$ cat src/pims_pkg.sv
// Purpose: Shared constants for the PHY interrupt mask and status block
// Assumes: 16-bit management registers, 5-bit register address
// Notes:   Used by pims_flag_bank and pims_top
package pims_pkg;
   localparam int unsigned DATA_W = 16;
   localparam int unsigned ADDR_W = 5;
   localparam int unsigned SRC_W = 15;
   localparam int unsigned ADV_W = 4;

   // Register addresses
   localparam logic [4:0] ADDR_MASK = 5'h19;
   localparam logic [4:0] ADDR_STAT = 5'h1A;

   // Reset values
   localparam logic [15:0] MASK_RST = 16'h0000;
   localparam logic [14:0] FLAG_RST = 15'h0000;
   localparam logic [15:0] RDATA_RST = 16'h0000;

   // Bit positions
   localparam int unsigned BIT_PEND = 15;
   localparam int unsigned BIT_SPEED = 14;
   localparam int unsigned BIT_LINK = 13;
   localparam int unsigned BIT_DUPLEX = 12;
   localparam int unsigned BIT_AN_ERR = 11;
   localparam int unsigned BIT_AN_DONE = 10;
   localparam int unsigned BIT_PD_DET = 9;
   localparam int unsigned BIT_SYM_ERR = 8;
   localparam int unsigned BIT_FAST_LF = 7;
   localparam int unsigned BIT_EXT = 5;
   localparam int unsigned BIT_FALSE_CAR = 3;
   localparam int unsigned BIT_DOWNSHIFT = 2;
   localparam int unsigned BIT_MS_FAULT = 1;
   localparam int unsigned BIT_RX_ERR = 0;

   // Positions 6 and 4 carry no event source
   localparam logic [14:0] SRC_VALID = 15'h7FAF;
   localparam logic [3:0] ADV_ALL = 4'hF;
endpackage

$ cat src/pims_flag_if.sv
// Purpose: Carrier between the top and the pending-flag bank
// Assumes: One clock domain
// Notes:   Top drives sources and clear; bank returns the flags
`timescale 1ns/1ps
interface pims_flag_if;
   logic [14:0] set_req;
   logic [14:0] clr_req;
   logic flush;
   logic [14:0] flags;
   modport ctrl (output set_req, output clr_req, output flush,
                 input flags);
   modport bank (input set_req, input clr_req, input flush,
                 output flags);
endinterface // pims_flag_if

$ cat src/pims_top.sv
// Purpose: Interrupt mask and pending-status registers of a copper PHY
// Assumes: Event inputs are one-cycle pulses synchronous to sys_clk;
//          the management port gives one-cycle read and write strobes
// Notes:   Read data appears one cycle after the read strobe
`timescale 1ns/1ps
module pims_top (
   input wire logic sys_clk, // System clock, 50 MHz
   input wire logic rst, // Synchronous reset, active high
   input wire logic soft_rst, // Software reset pulse
   input wire logic sticky_rst_en, // Keep sticky bits on soft reset
   input wire logic [4:0] reg_addr, // Register address
   input wire logic reg_wr, // Write strobe
   input wire logic reg_rd, // Read strobe
   input wire logic [15:0] reg_wdata, // Write data
   output logic [15:0] reg_rdata, // Read data, one cycle after strobe
   output logic reg_rvalid, // Read data valid pulse
   input wire logic autoneg_en, // Autonegotiation enabled
   input wire logic [3:0] adv_bits, // Advertisement bits 8 to 5
   input wire logic rx_er_carrier_ext, // RX error used as extension
   input wire logic ev_speed, // Speed state change
   input wire logic ev_link, // Link state change
   input wire logic ev_duplex, // Duplex state change
   input wire logic ev_an_err, // Autonegotiation error
   input wire logic ev_an_done, // Autonegotiation complete
   input wire logic ev_pd_det, // Powered device detected
   input wire logic ev_sym_err, // Symbol error
   input wire logic ev_fast_lf, // Fast link failure
   input wire logic ev_ext, // Extended event, cause held elsewhere
   input wire logic ev_false_car, // False carrier
   input wire logic ev_downshift, // Speed downshift
   input wire logic ev_ms_fault, // Master/slave resolution fault
   input wire logic ev_rx_err, // Receive error
   output logic irq_out_pin, // Interrupt pin level, high when pending and mask bit 15 set
   output logic irq_out_pin_oe // Interrupt pin output enable
);
   pims_flag_if fif ();

   logic [15:0] mask;
   logic [15:0] next_mask;
   logic [15:0] next_rdata;
   logic [14:0] raw_src;
   logic [14:0] qual_src;
   logic [15:0] status_word;
   logic pending;
   logic hit_mask_wr;
   logic hit_stat_rd;
   logic hit_mask_rd;
   logic keep_sticky;
   logic next_pin;
   logic next_oe;
   logic [14:0] next_flags_seen;
   logic adv_full;
   // Gated event sources, one per status position except 6 and 4
   logic src_speed;
   logic src_link;
   logic src_duplex;
   logic src_an_err;
   logic src_an_done;
   logic src_pd_det;
   logic src_sym_err;
   logic src_fast_lf;
   logic src_ext;
   logic src_false_car;
   logic src_downshift;
   logic src_ms_fault;
   logic src_rx_err;

   function automatic logic addr_is(input logic [4:0] a,
                                    input logic [4:0] ref_a);
      addr_is = (a == ref_a);
   endfunction

   pims_flag_bank u_bank (
      .sys_clk(sys_clk),
      .rst(rst),
      .fb(fif.bank)
   );

   // Gating conditions for individual sources
   assign adv_full = (adv_bits == pims_pkg::ADV_ALL);
   assign src_speed = ev_speed & autoneg_en;
   assign src_link = ev_link;
   assign src_duplex = ev_duplex & autoneg_en;
   assign src_an_err = ev_an_err;
   assign src_an_done = ev_an_done;
   assign src_pd_det = ev_pd_det;
   assign src_sym_err = ev_sym_err;
   assign src_fast_lf = ev_fast_lf;
   assign src_ext = ev_ext;
   assign src_false_car = ev_false_car;
   assign src_downshift = ev_downshift & adv_full;
   assign src_ms_fault = ev_ms_fault;
   // Carrier extension reuses the error line, so it is no error
   assign src_rx_err = ev_rx_err & ~rx_er_carrier_ext;

   // Place each source at its status position; 6 and 4 stay zero
   always_comb begin
      raw_src = '0;
      raw_src[pims_pkg::BIT_SPEED] = src_speed;
      raw_src[pims_pkg::BIT_LINK] = src_link;
      raw_src[pims_pkg::BIT_DUPLEX] = src_duplex;
      raw_src[pims_pkg::BIT_AN_ERR] = src_an_err;
      raw_src[pims_pkg::BIT_AN_DONE] = src_an_done;
      raw_src[pims_pkg::BIT_PD_DET] = src_pd_det;
      raw_src[pims_pkg::BIT_SYM_ERR] = src_sym_err;
      raw_src[pims_pkg::BIT_FAST_LF] = src_fast_lf;
      raw_src[pims_pkg::BIT_EXT] = src_ext;
      raw_src[pims_pkg::BIT_FALSE_CAR] = src_false_car;
      raw_src[pims_pkg::BIT_DOWNSHIFT] = src_downshift;
      raw_src[pims_pkg::BIT_MS_FAULT] = src_ms_fault;
      raw_src[pims_pkg::BIT_RX_ERR] = src_rx_err;
   end

   // Only enabled, non-reserved sources report
   assign qual_src = raw_src & mask[14:0] &
      pims_pkg::SRC_VALID;

   // Register decode; the address is taken with the strobe
   assign hit_mask_wr = reg_wr & addr_is(reg_addr, pims_pkg::ADDR_MASK);
   assign hit_mask_rd = reg_rd & addr_is(reg_addr, pims_pkg::ADDR_MASK);
   assign hit_stat_rd = reg_rd & addr_is(reg_addr, pims_pkg::ADDR_STAT);
   // Soft reset spares the mask only with sticky enabled
   assign keep_sticky = soft_rst & sticky_rst_en;

   // Summary bit is not stored; it is the OR of the causes
   assign pending = |fif.flags;
   assign status_word = {pending, fif.flags};

   // Reading status clears exactly the bits seen as one
   assign fif.set_req = qual_src;
   assign fif.clr_req = hit_stat_rd ? fif.flags : '0;
   assign fif.flush = soft_rst;

   // Mask: write, sticky over soft reset when enabled
   always_comb begin
      next_mask = mask;
      if (soft_rst && !keep_sticky) begin
         next_mask = pims_pkg::MASK_RST;
      end else if (hit_mask_wr) begin
         next_mask = reg_wdata;
      end
   end

   // Read mux; status has no write path
   always_comb begin
      next_rdata = '0;
      if (hit_mask_rd) begin
         next_rdata = mask;
      end else if (hit_stat_rd) begin
         next_rdata = status_word;
      end
   end

   always_ff @(posedge sys_clk) begin
      if (rst) begin
         mask <= pims_pkg::MASK_RST;
      end else begin
         mask <= next_mask;
      end
   end

   // Read data stands one cycle, then falls back to zero
   always_ff @(posedge sys_clk) begin
      if (rst) begin
         reg_rdata <= pims_pkg::RDATA_RST;
      end else begin
         reg_rdata <= next_rdata;
      end
   end

   // Valid marks the one cycle the read data stands
   always_ff @(posedge sys_clk) begin
      if (rst) begin
         reg_rvalid <= 1'b0;
      end else begin
         reg_rvalid <= reg_rd;
      end
   end

   // Pending level the flag bank will hold next cycle
   assign next_flags_seen = (qual_src | (fif.flags & ~fif.clr_req &
      {15{~soft_rst}})) & pims_pkg::SRC_VALID;

   // Pin registers take the next state so pin and flag move together
   assign next_oe = next_mask[pims_pkg::BIT_PEND];
   assign next_pin = next_oe & (|next_flags_seen);

   always_ff @(posedge sys_clk) begin
      if (rst) begin
         irq_out_pin <= 1'b0;
      end else begin
         irq_out_pin <= next_pin;
      end
   end

   // Clearing mask bit 15 only parks the pin; flags keep latching
   always_ff @(posedge sys_clk) begin
      if (rst) begin
         irq_out_pin_oe <= 1'b0;
      end else begin
         irq_out_pin_oe <= next_oe;
      end
   end
endmodule // pims_top

$ cat src/pims_flag_bank.sv
// Purpose: Thirteen latched event flags in fifteen positions, with clear-on-read
// Assumes: Set and clear requests are single-cycle
// Notes:   A set in the clearing cycle survives
`timescale 1ns/1ps
module pims_flag_bank (
   input wire logic sys_clk, // System clock
   input wire logic rst, // Synchronous reset, active high
   pims_flag_if.bank fb // Flag requests and state
);
   logic [14:0] next_flags;

   genvar i;
   generate
      for (i = 0; i < 15; i++) begin : g_flag
         if (pims_pkg::SRC_VALID[i]) begin : g_src
            // Set wins over clear
            assign next_flags[i] = fb.set_req[i] |
               (fb.flags[i] & ~fb.clr_req[i] & ~fb.flush);
         end else begin : g_rsv
            assign next_flags[i] = 1'b0;
         end
      end
   endgenerate

   always_ff @(posedge sys_clk) begin
      if (rst) begin
         fb.flags <= pims_pkg::FLAG_RST;
      end else begin
         fb.flags <= next_flags;
      end
   end
endmodule // pims_flag_bank

$ cat config.mk
export PLATFORM = sky130hd
export DESIGN_NAME = pims_top
export DESIGN_NICKNAME = d
export VERILOG_FILES = /design/src/pims_pkg.sv /design/src/pims_flag_if.sv /design/src/pims_top.sv /design/src/pims_flag_bank.sv
export SDC_FILE = /design/constraint.sdc
export NUM_CORES = 1
export LEC_CHECK = 0
export BUFFER_PORTS_ARGS = -buffer_cell sky130_fd_sc_hd__clkbuf_2
export CAP_MARGIN = 20
export CORE_MARGIN = 1.5
export CORE_UTILIZATION = 51
export CTS_CLUSTER_SIZE = 24
export DETAILED_ROUTE_END_ITERATION = 16
export PLACE_DENSITY_LB_ADDON = 0.12
export SLEW_MARGIN = 40
export SYNTH_ARGS = -nofsm -noshare
export SYNTH_HDL_FRONTEND = slang
export SYNTH_SLANG_ARGS = --single-unit
$ cat constraint.sdc
create_clock -name sys_clk -period 3.2 [get_ports sys_clk]
set_input_delay 0.48 -clock sys_clk [delete_from_list [all_inputs] [get_ports sys_clk]]
set_output_delay 0.48 -clock sys_clk [all_outputs]
set_load 0.02 [all_outputs]
==> flow_metrics.tcl, run 1 <==
set metrics [dict create \
    cts-root-to-sink-buffers 2 \
    slew_viol_final 0 \
    post_cts_buffers 0 \
    synth_top_family_by_area "simple AND/OR/NAND/NOR gates" \
    synth-seq-area-share_pct 54.7 \
    ctsResizeCount 0 \
    place_hpwl_um 2740 \
    crit_path_max_fanout 9 \
    grt_max_degree 18 \
    ir_drop_mv 0.276 \
    p_leak_nw 1.03 \
    vias_per_cell 5.19 \
    hold_viol_final 0 \
    root_buffer "clkbuf_4" \
    critPathKind "in -> reg" \
    cp.required_ps 3440 \
    finalSetupTns_ps 0 \
    wirelength_um 3740 \
    rsz0062_at_grt "no" \
    switching_power_w 0.000211 \
    crit_arrival_ps 2020 \
    syn_area_um2 1720 \
    syn_area_per_cell_um2 10.4 \
    drt_iter0_markers 63 \
    setup_violations 0 \
    start_util_pct 55.0 \
    ant_nets 0 \
    hold_path.class "in -> reg" \
    fmax_mhz 564 \
    drc 0 \
    worst_slew_pin_slew_ps 701 \
    netlist_instances 166 \
    cp-start-kind "primary input" \
    ys_warn_count 0 \
    synth_xor_area_share_pct 0 \
    port_buffers 64 \
    slew_headroom_pct 53.3 \
    wl_met2_um 1850 \
    ctsHoldBuffers 0 \
    wl_met1_um 1610 \
    num_vias 1426 \
    clkSinkCount 47 \
    comb_power_share_pct 6.0 \
    seqPwrFrac_pct 64.9 \
    period_share_pct 55.4 \
    clk_pin_slew_ps 120 \
    synthMuxAreaShare_pct 9.30 \
    clkLatencyLatePin_ps 360 \
    dieArea_um2 3730 \
    yosys-top-cells-count "dfxtp_1 (47), nand2_1 (22), nor2_1 (22)" \
    skew_ps 6.78 \
    io_pins 65 \
    startpoint "reg_addr[2]" \
    synthFlopType "dfxtp_1" \
    gp_congestion 0.795 \
    antenna_found_initial 0 \
    final_core_util_pct 66.7 \
    r2r-start "u_bank.fb.flags[13]" \
    synthAdderAreaFrac_pct 0 \
    grt_first_pass_wirelength_um 5860 \
    end_kind "register" \
    fin_nets 276 \
    die_x_um 61.1 \
    async_reset_ff_share_pct 0 \
    yosysTopAreaCell "dfxtp_1" \
    synthesis.nets 212 \
    synth_area_leaders "dfxtp_1 (55%), mux2i_1 (9.3%), a22o_1 (7.6%), nand2_1 (4.8%), nor2_1 (4.8%)" \
    die_h_um 61.1 \
    tritoncts "yes" \
    top_layer_used "met4" \
    yosysMostFrequentCell "dfxtp_1" \
    switching_share_pct 23.3 \
    ys_types 29 \
    status "finished clean" \
    cts.htree.levels 2 \
    grtUsageTotal_pct 21.7 \
    min-delay-start "reg_wdata[1]" \
    dr.pass1.iters 4 \
    maxCapViolCount 0 \
    synth_compound_area_share_pct 14.2 \
    synth_top_cell_area_share_pct 54.7 \
    wl_per_cell_um 13.6 \
    overflow 0 \
    drive_above_1_share_pct 33.3 \
    p_per_area_nw_per_um2 434 \
    intPower_w 0.000695 \
    cts_made_buffers 5 \
    ys_ff_latch 47 \
    diodes 0 \
    pwr-share-clk_pct 29.1 \
    coreArea_um2 3130 \
    grt_pass1_vias 1331 \
    fp-row-count 20 \
    timing.final.crit_period_ps 1770 \
    syn2layout_area_growth_pct 21.2 \
    synth_edf_count 0 \
    synthSimpleGateAreaFrac_pct 16.9 \
    route.met3.wl_um 234 \
]
## metrics by stage
stage | instances | instance area, um2 | hold WS (ps) | total power, W | worst slack, ps
final | 275 | 2090 | 342 | 0.000906 | 1430
after global routing | 275 | 2090 | 347 | 0.000943 | 1250
after CTS | 274 | 2080 | 334 | 0.000913 | 1400
after detailed placement | 266 | 2030 | 447 | 0.000655 | 999
after global placement | 266 | 2030 | 439 | 0.000653 | 1050
after floorplan | 166 | 1720 | 430 | 0.000621 | 1740
## cells by family after synthesis
group,after synthesis
AOI/OAI and AO/OA,32
buffers and inverters,11
DFF,47
muxes,16
and+or+nand+nor,60
## layout make-up
cell class,count,area (um2)
Clock buffer,5,37.5
Clock inverter,3,15.0
Fill cell,274,1040
Inverter,2,7.51
Multi-Input combinational cell,108,696
Sequential cell,47,941
Tap cell,44,55.1
Timing Repair Buffer,66,335
## power groups by stage
stage / registers, W / clock network [W] / logic [W]
after floorplan: 0.000602 / 0 / 0.0000196
after global placement: 0.000601 / 0 / 0.0000524
after global routing: 0.000589 / 0.000296 / 0.0000589
after detailed placement: 0.000601 / 0 / 0.0000540
final: 0.000588 / 0.000264 / 0.0000541
after CTS: 0.000588 / 0.000270 / 0.0000543
## final timing paths
path / to / slack, ps / cells past startpoint
max: mask[4] / 1430 / 6
min: mask[1] / 340 / 3
max reg2reg: irq_out_pin / 2050 / 4
min reg2reg: reg_rdata[4] / 470 / 1
## registers in the layout, indices dropped and copies added (netlist names)
signal           cells
reg_rvalid           1
u_bank.fb.flags     13
mask                16
irq_out_pin          1
reg_rdata           16
## critical path, stage by stage
cell and delay, ps:
clkbuf_2 70, and3b_1 270, nand4b_1 550, buf_4 420
mux2i_1 160, nor2_1 50
## per-layer routing
| metal | vias up | track usage (%) |
|---|---|---|
| met1 | 658 | 26.8 |
| met4 | 0 | 7.45 |
| li1 | 715 | - |
| met3 | 6 | 6.30 |
| met2 | 47 | 36.3 |
| met5 | - | 0 |
## cells in the final DEF (no fill, tap or decap)
cell type  synthesis  layout
dfxtp_1           47      47
mux2i_1           16      16
a311oi_1           1       1
and4b_1            1       1
nand3_1            2       2
nand4_1            3       3
nand3b_1           1       1
a32oi_1            2       2
a41oi_2            1       1
clkbuf_2           1      64
a21oi_1           11      11
buf_4              3       2
a211oi_1           1       1
and2_1             2       2
a21o_1             1       1
inv_1              2       2
a22o_1            15      15
nand4b_1           1       1
nand2_1           22      22
nor2b_2            1       1
nor2_1            22      22
nor3_1             1       1
clkinv_2           0       3
nor4_1             2       2
clkbuf_4           0       5
nor4b_4            1       1
and3b_1            1       1
Power figures use the tool's default switching activity.
==> run 2, diff against run 1 <==
--- a/config.mk
+++ b/config.mk
@@ -8,7 +8,7 @@
 export BUFFER_PORTS_ARGS = -buffer_cell sky130_fd_sc_hd__clkbuf_2
 export CAP_MARGIN = 20
 export CORE_MARGIN = 1.5
-export CORE_UTILIZATION = 51
+export CORE_UTILIZATION = 48
 export CTS_CLUSTER_SIZE = 24
 export DETAILED_ROUTE_END_ITERATION = 16
 export PLACE_DENSITY_LB_ADDON = 0.12
==> constraint.sdc (replaced) <==
create_clock -name sys_clk -period 1.8 [get_ports sys_clk]
set_input_delay 0.27 -clock sys_clk [delete_from_list [all_inputs] [get_ports sys_clk]]
set_output_delay 0.27 -clock sys_clk [all_outputs]
set_load 0.02 [all_outputs]
==> run 2 against run 1 <==
Critical path depth is 5 lower. Largest cell class unchanged. Critical path type is now reg -> out. Sequential share of layout area decreased by 0.64 points. Highest routed layer unchanged. Largest power group unchanged. Total power grew 78%.
==> flow_metrics.tcl, run 2 (same netlist as run 1, synthesis figures left out) <==
set metrics [dict create \
    die_x_um 62.9 \
    wl_met1_um 1530 \
    io_pins 65 \
    status "finished clean" \
    ir_drop_mv 0.528 \
    post_cts_buffers 0 \
    start_util_pct 50.8 \
    fp-row-count 21 \
    cts_made_buffers 5 \
    p_per_area_nw_per_um2 761 \
    grtUsageTotal_pct 19.7 \
    cts.htree.levels 2 \
    top_regs "mask x16, reg_rdata x16, u_bank.fb.flags x13" \
    wl_met2_um 1850 \
    timing.final.crit_period_ps 1180 \
    ctsHoldBuffers 0 \
    r2r_slack_ps 620 \
    ctsResizeCount 0 \
    drc 0 \
    rsz0062_at_grt "no" \
    cts-root-to-sink-buffers 2 \
    fin_nets 279 \
    hold_path.class "in -> reg" \
    setup_violations 0 \
    setup_ws_ps 615 \
    grt_pass1_vias 1381 \
    place_hpwl_um 2850 \
    top_layer_used "met4" \
    period_share_pct 65.8 \
    gp_congestion 0.754 \
    clkSinkCount 47 \
    coreArea_um2 3390 \
    end_kind "output pin" \
    crit_path_max_incr_delay_ps 380 \
    antenna_found_initial 0 \
    cp.required_ps 1530 \
    wl_per_cell_um 13.2 \
    path_buf_inv 1 \
    dr.pass1.iters 4 \
    cp-start-kind "register" \
    diodes 0 \
    clk_pin_slew_ps 130 \
    worst_slew_pin_slew_ps 591 \
    num_vias 1438 \
    wirelength_um 3690 \
    port_buffers 64 \
    overflow 0 \
    slew_headroom_pct 60.6 \
    grt_first_pass_wirelength_um 6160 \
    slew_viol_final 0 \
    ant_nets 0 \
    clkLatencyLatePin_ps 350 \
    vias_per_cell 5.14 \
    worstPathCellList "clkbuf_2" \
    syn2layout_area_growth_pct 23.0 \
    root_buffer "clkbuf_4" \
    route.met3.wl_um 272 \
    p_leak_nw 1.04 \
    hold_viol_final 0 \
    skew_ps 1.30 \
    critPathKind "reg -> out" \
    maxCapViolCount 0 \
    grt_max_degree 18 \
    final_common_cell "clkbuf_2" \
    drive_above_1_share_pct 34.2 \
    drt_iter0_markers 62 \
    detailedPlace.worstSlack_ps 360 \
    crit_slowest_cell "dfxtp_1" \
    die_h_um 62.9 \
    fmax_mhz 844 \
    crit_path_max_fanout 3 \
    critical-path-top-delay-family "flip-flops" \
    tritoncts "yes" \
    dieArea_um2 3960 \
    finalSetupTns_ps 0 \
    final_cell_mix "clkbuf_2 (64), dfxtp_1 (47), nand2_1 (22), nor2_1 (22), mux2i_1 (16)" \
    crit_arrival_ps 910 \
]
==> run 2: cell count changes in the layout (fill, tap and decap cells not counted), sizes merged <==
cell	change
clkinvlp	+2
clkinv	-2
buf	+3
==> run 2: worst paths after layout <==
| kind | from | end | cells past startpoint |
|---|---|---|---|
| setup / recovery | mask[15] | irq_out_pin_oe | 1 |
| setup reg to reg | u_bank.fb.flags[12] | reg_rdata[15] | 3 |
| hold reg to reg | mask[4] | reg_rdata[4] | 1 |
| hold / removal | reg_wdata[7] | mask[7] | 3 |
==> run 2: power breakdown <==
part / switching (W) / leakage, nW / internal (W)
logic: 0.0000476 / 0.633 / 0.0000486
clock network: 0.000320 / 0.0272 / 0.000149
registers: 0.00000192 / 0.379 / 0.00104
==> run 2: final cells by class <==
| cell class | instances | area (um2) |
|---|---|---|
| timing repair buffer | 69 | 358 |
| tap | 46 | 57.6 |
| fill | 300 | 1270 |
| multi-input combinational | 108 | 696 |
| inverter | 2 | 7.51 |
| sequential | 47 | 941 |
| clock buffer | 5 | 37.5 |
| clock inverter | 3 | 20.0 |
==> run 2: metal layers <==
metal | up-vias | GRT usage [%]
met4 | 0 | 7.50
li1 | 724 | -
met5 | - | 0
met3 | 5 | 4.86
met2 | 64 | 33.6
met1 | 645 | 23.9
==> run 2: metrics by stage <==
stage	cell area [um2]	utilization, %	hold slack [ps]	power, W	std cells
6_report	2120	62.5	140	0.00161	280
5_1_grt	2120	62.5	137	0.00169	280
4_1_cts	2120	62.5	128	0.00164	280
3_5_place_dp	2060	60.8	447	0.00117	272
3_3_place_gp	2060	60.8	441	0.00116	272
2_1_floorplan	1720	-	339	0.00110	166
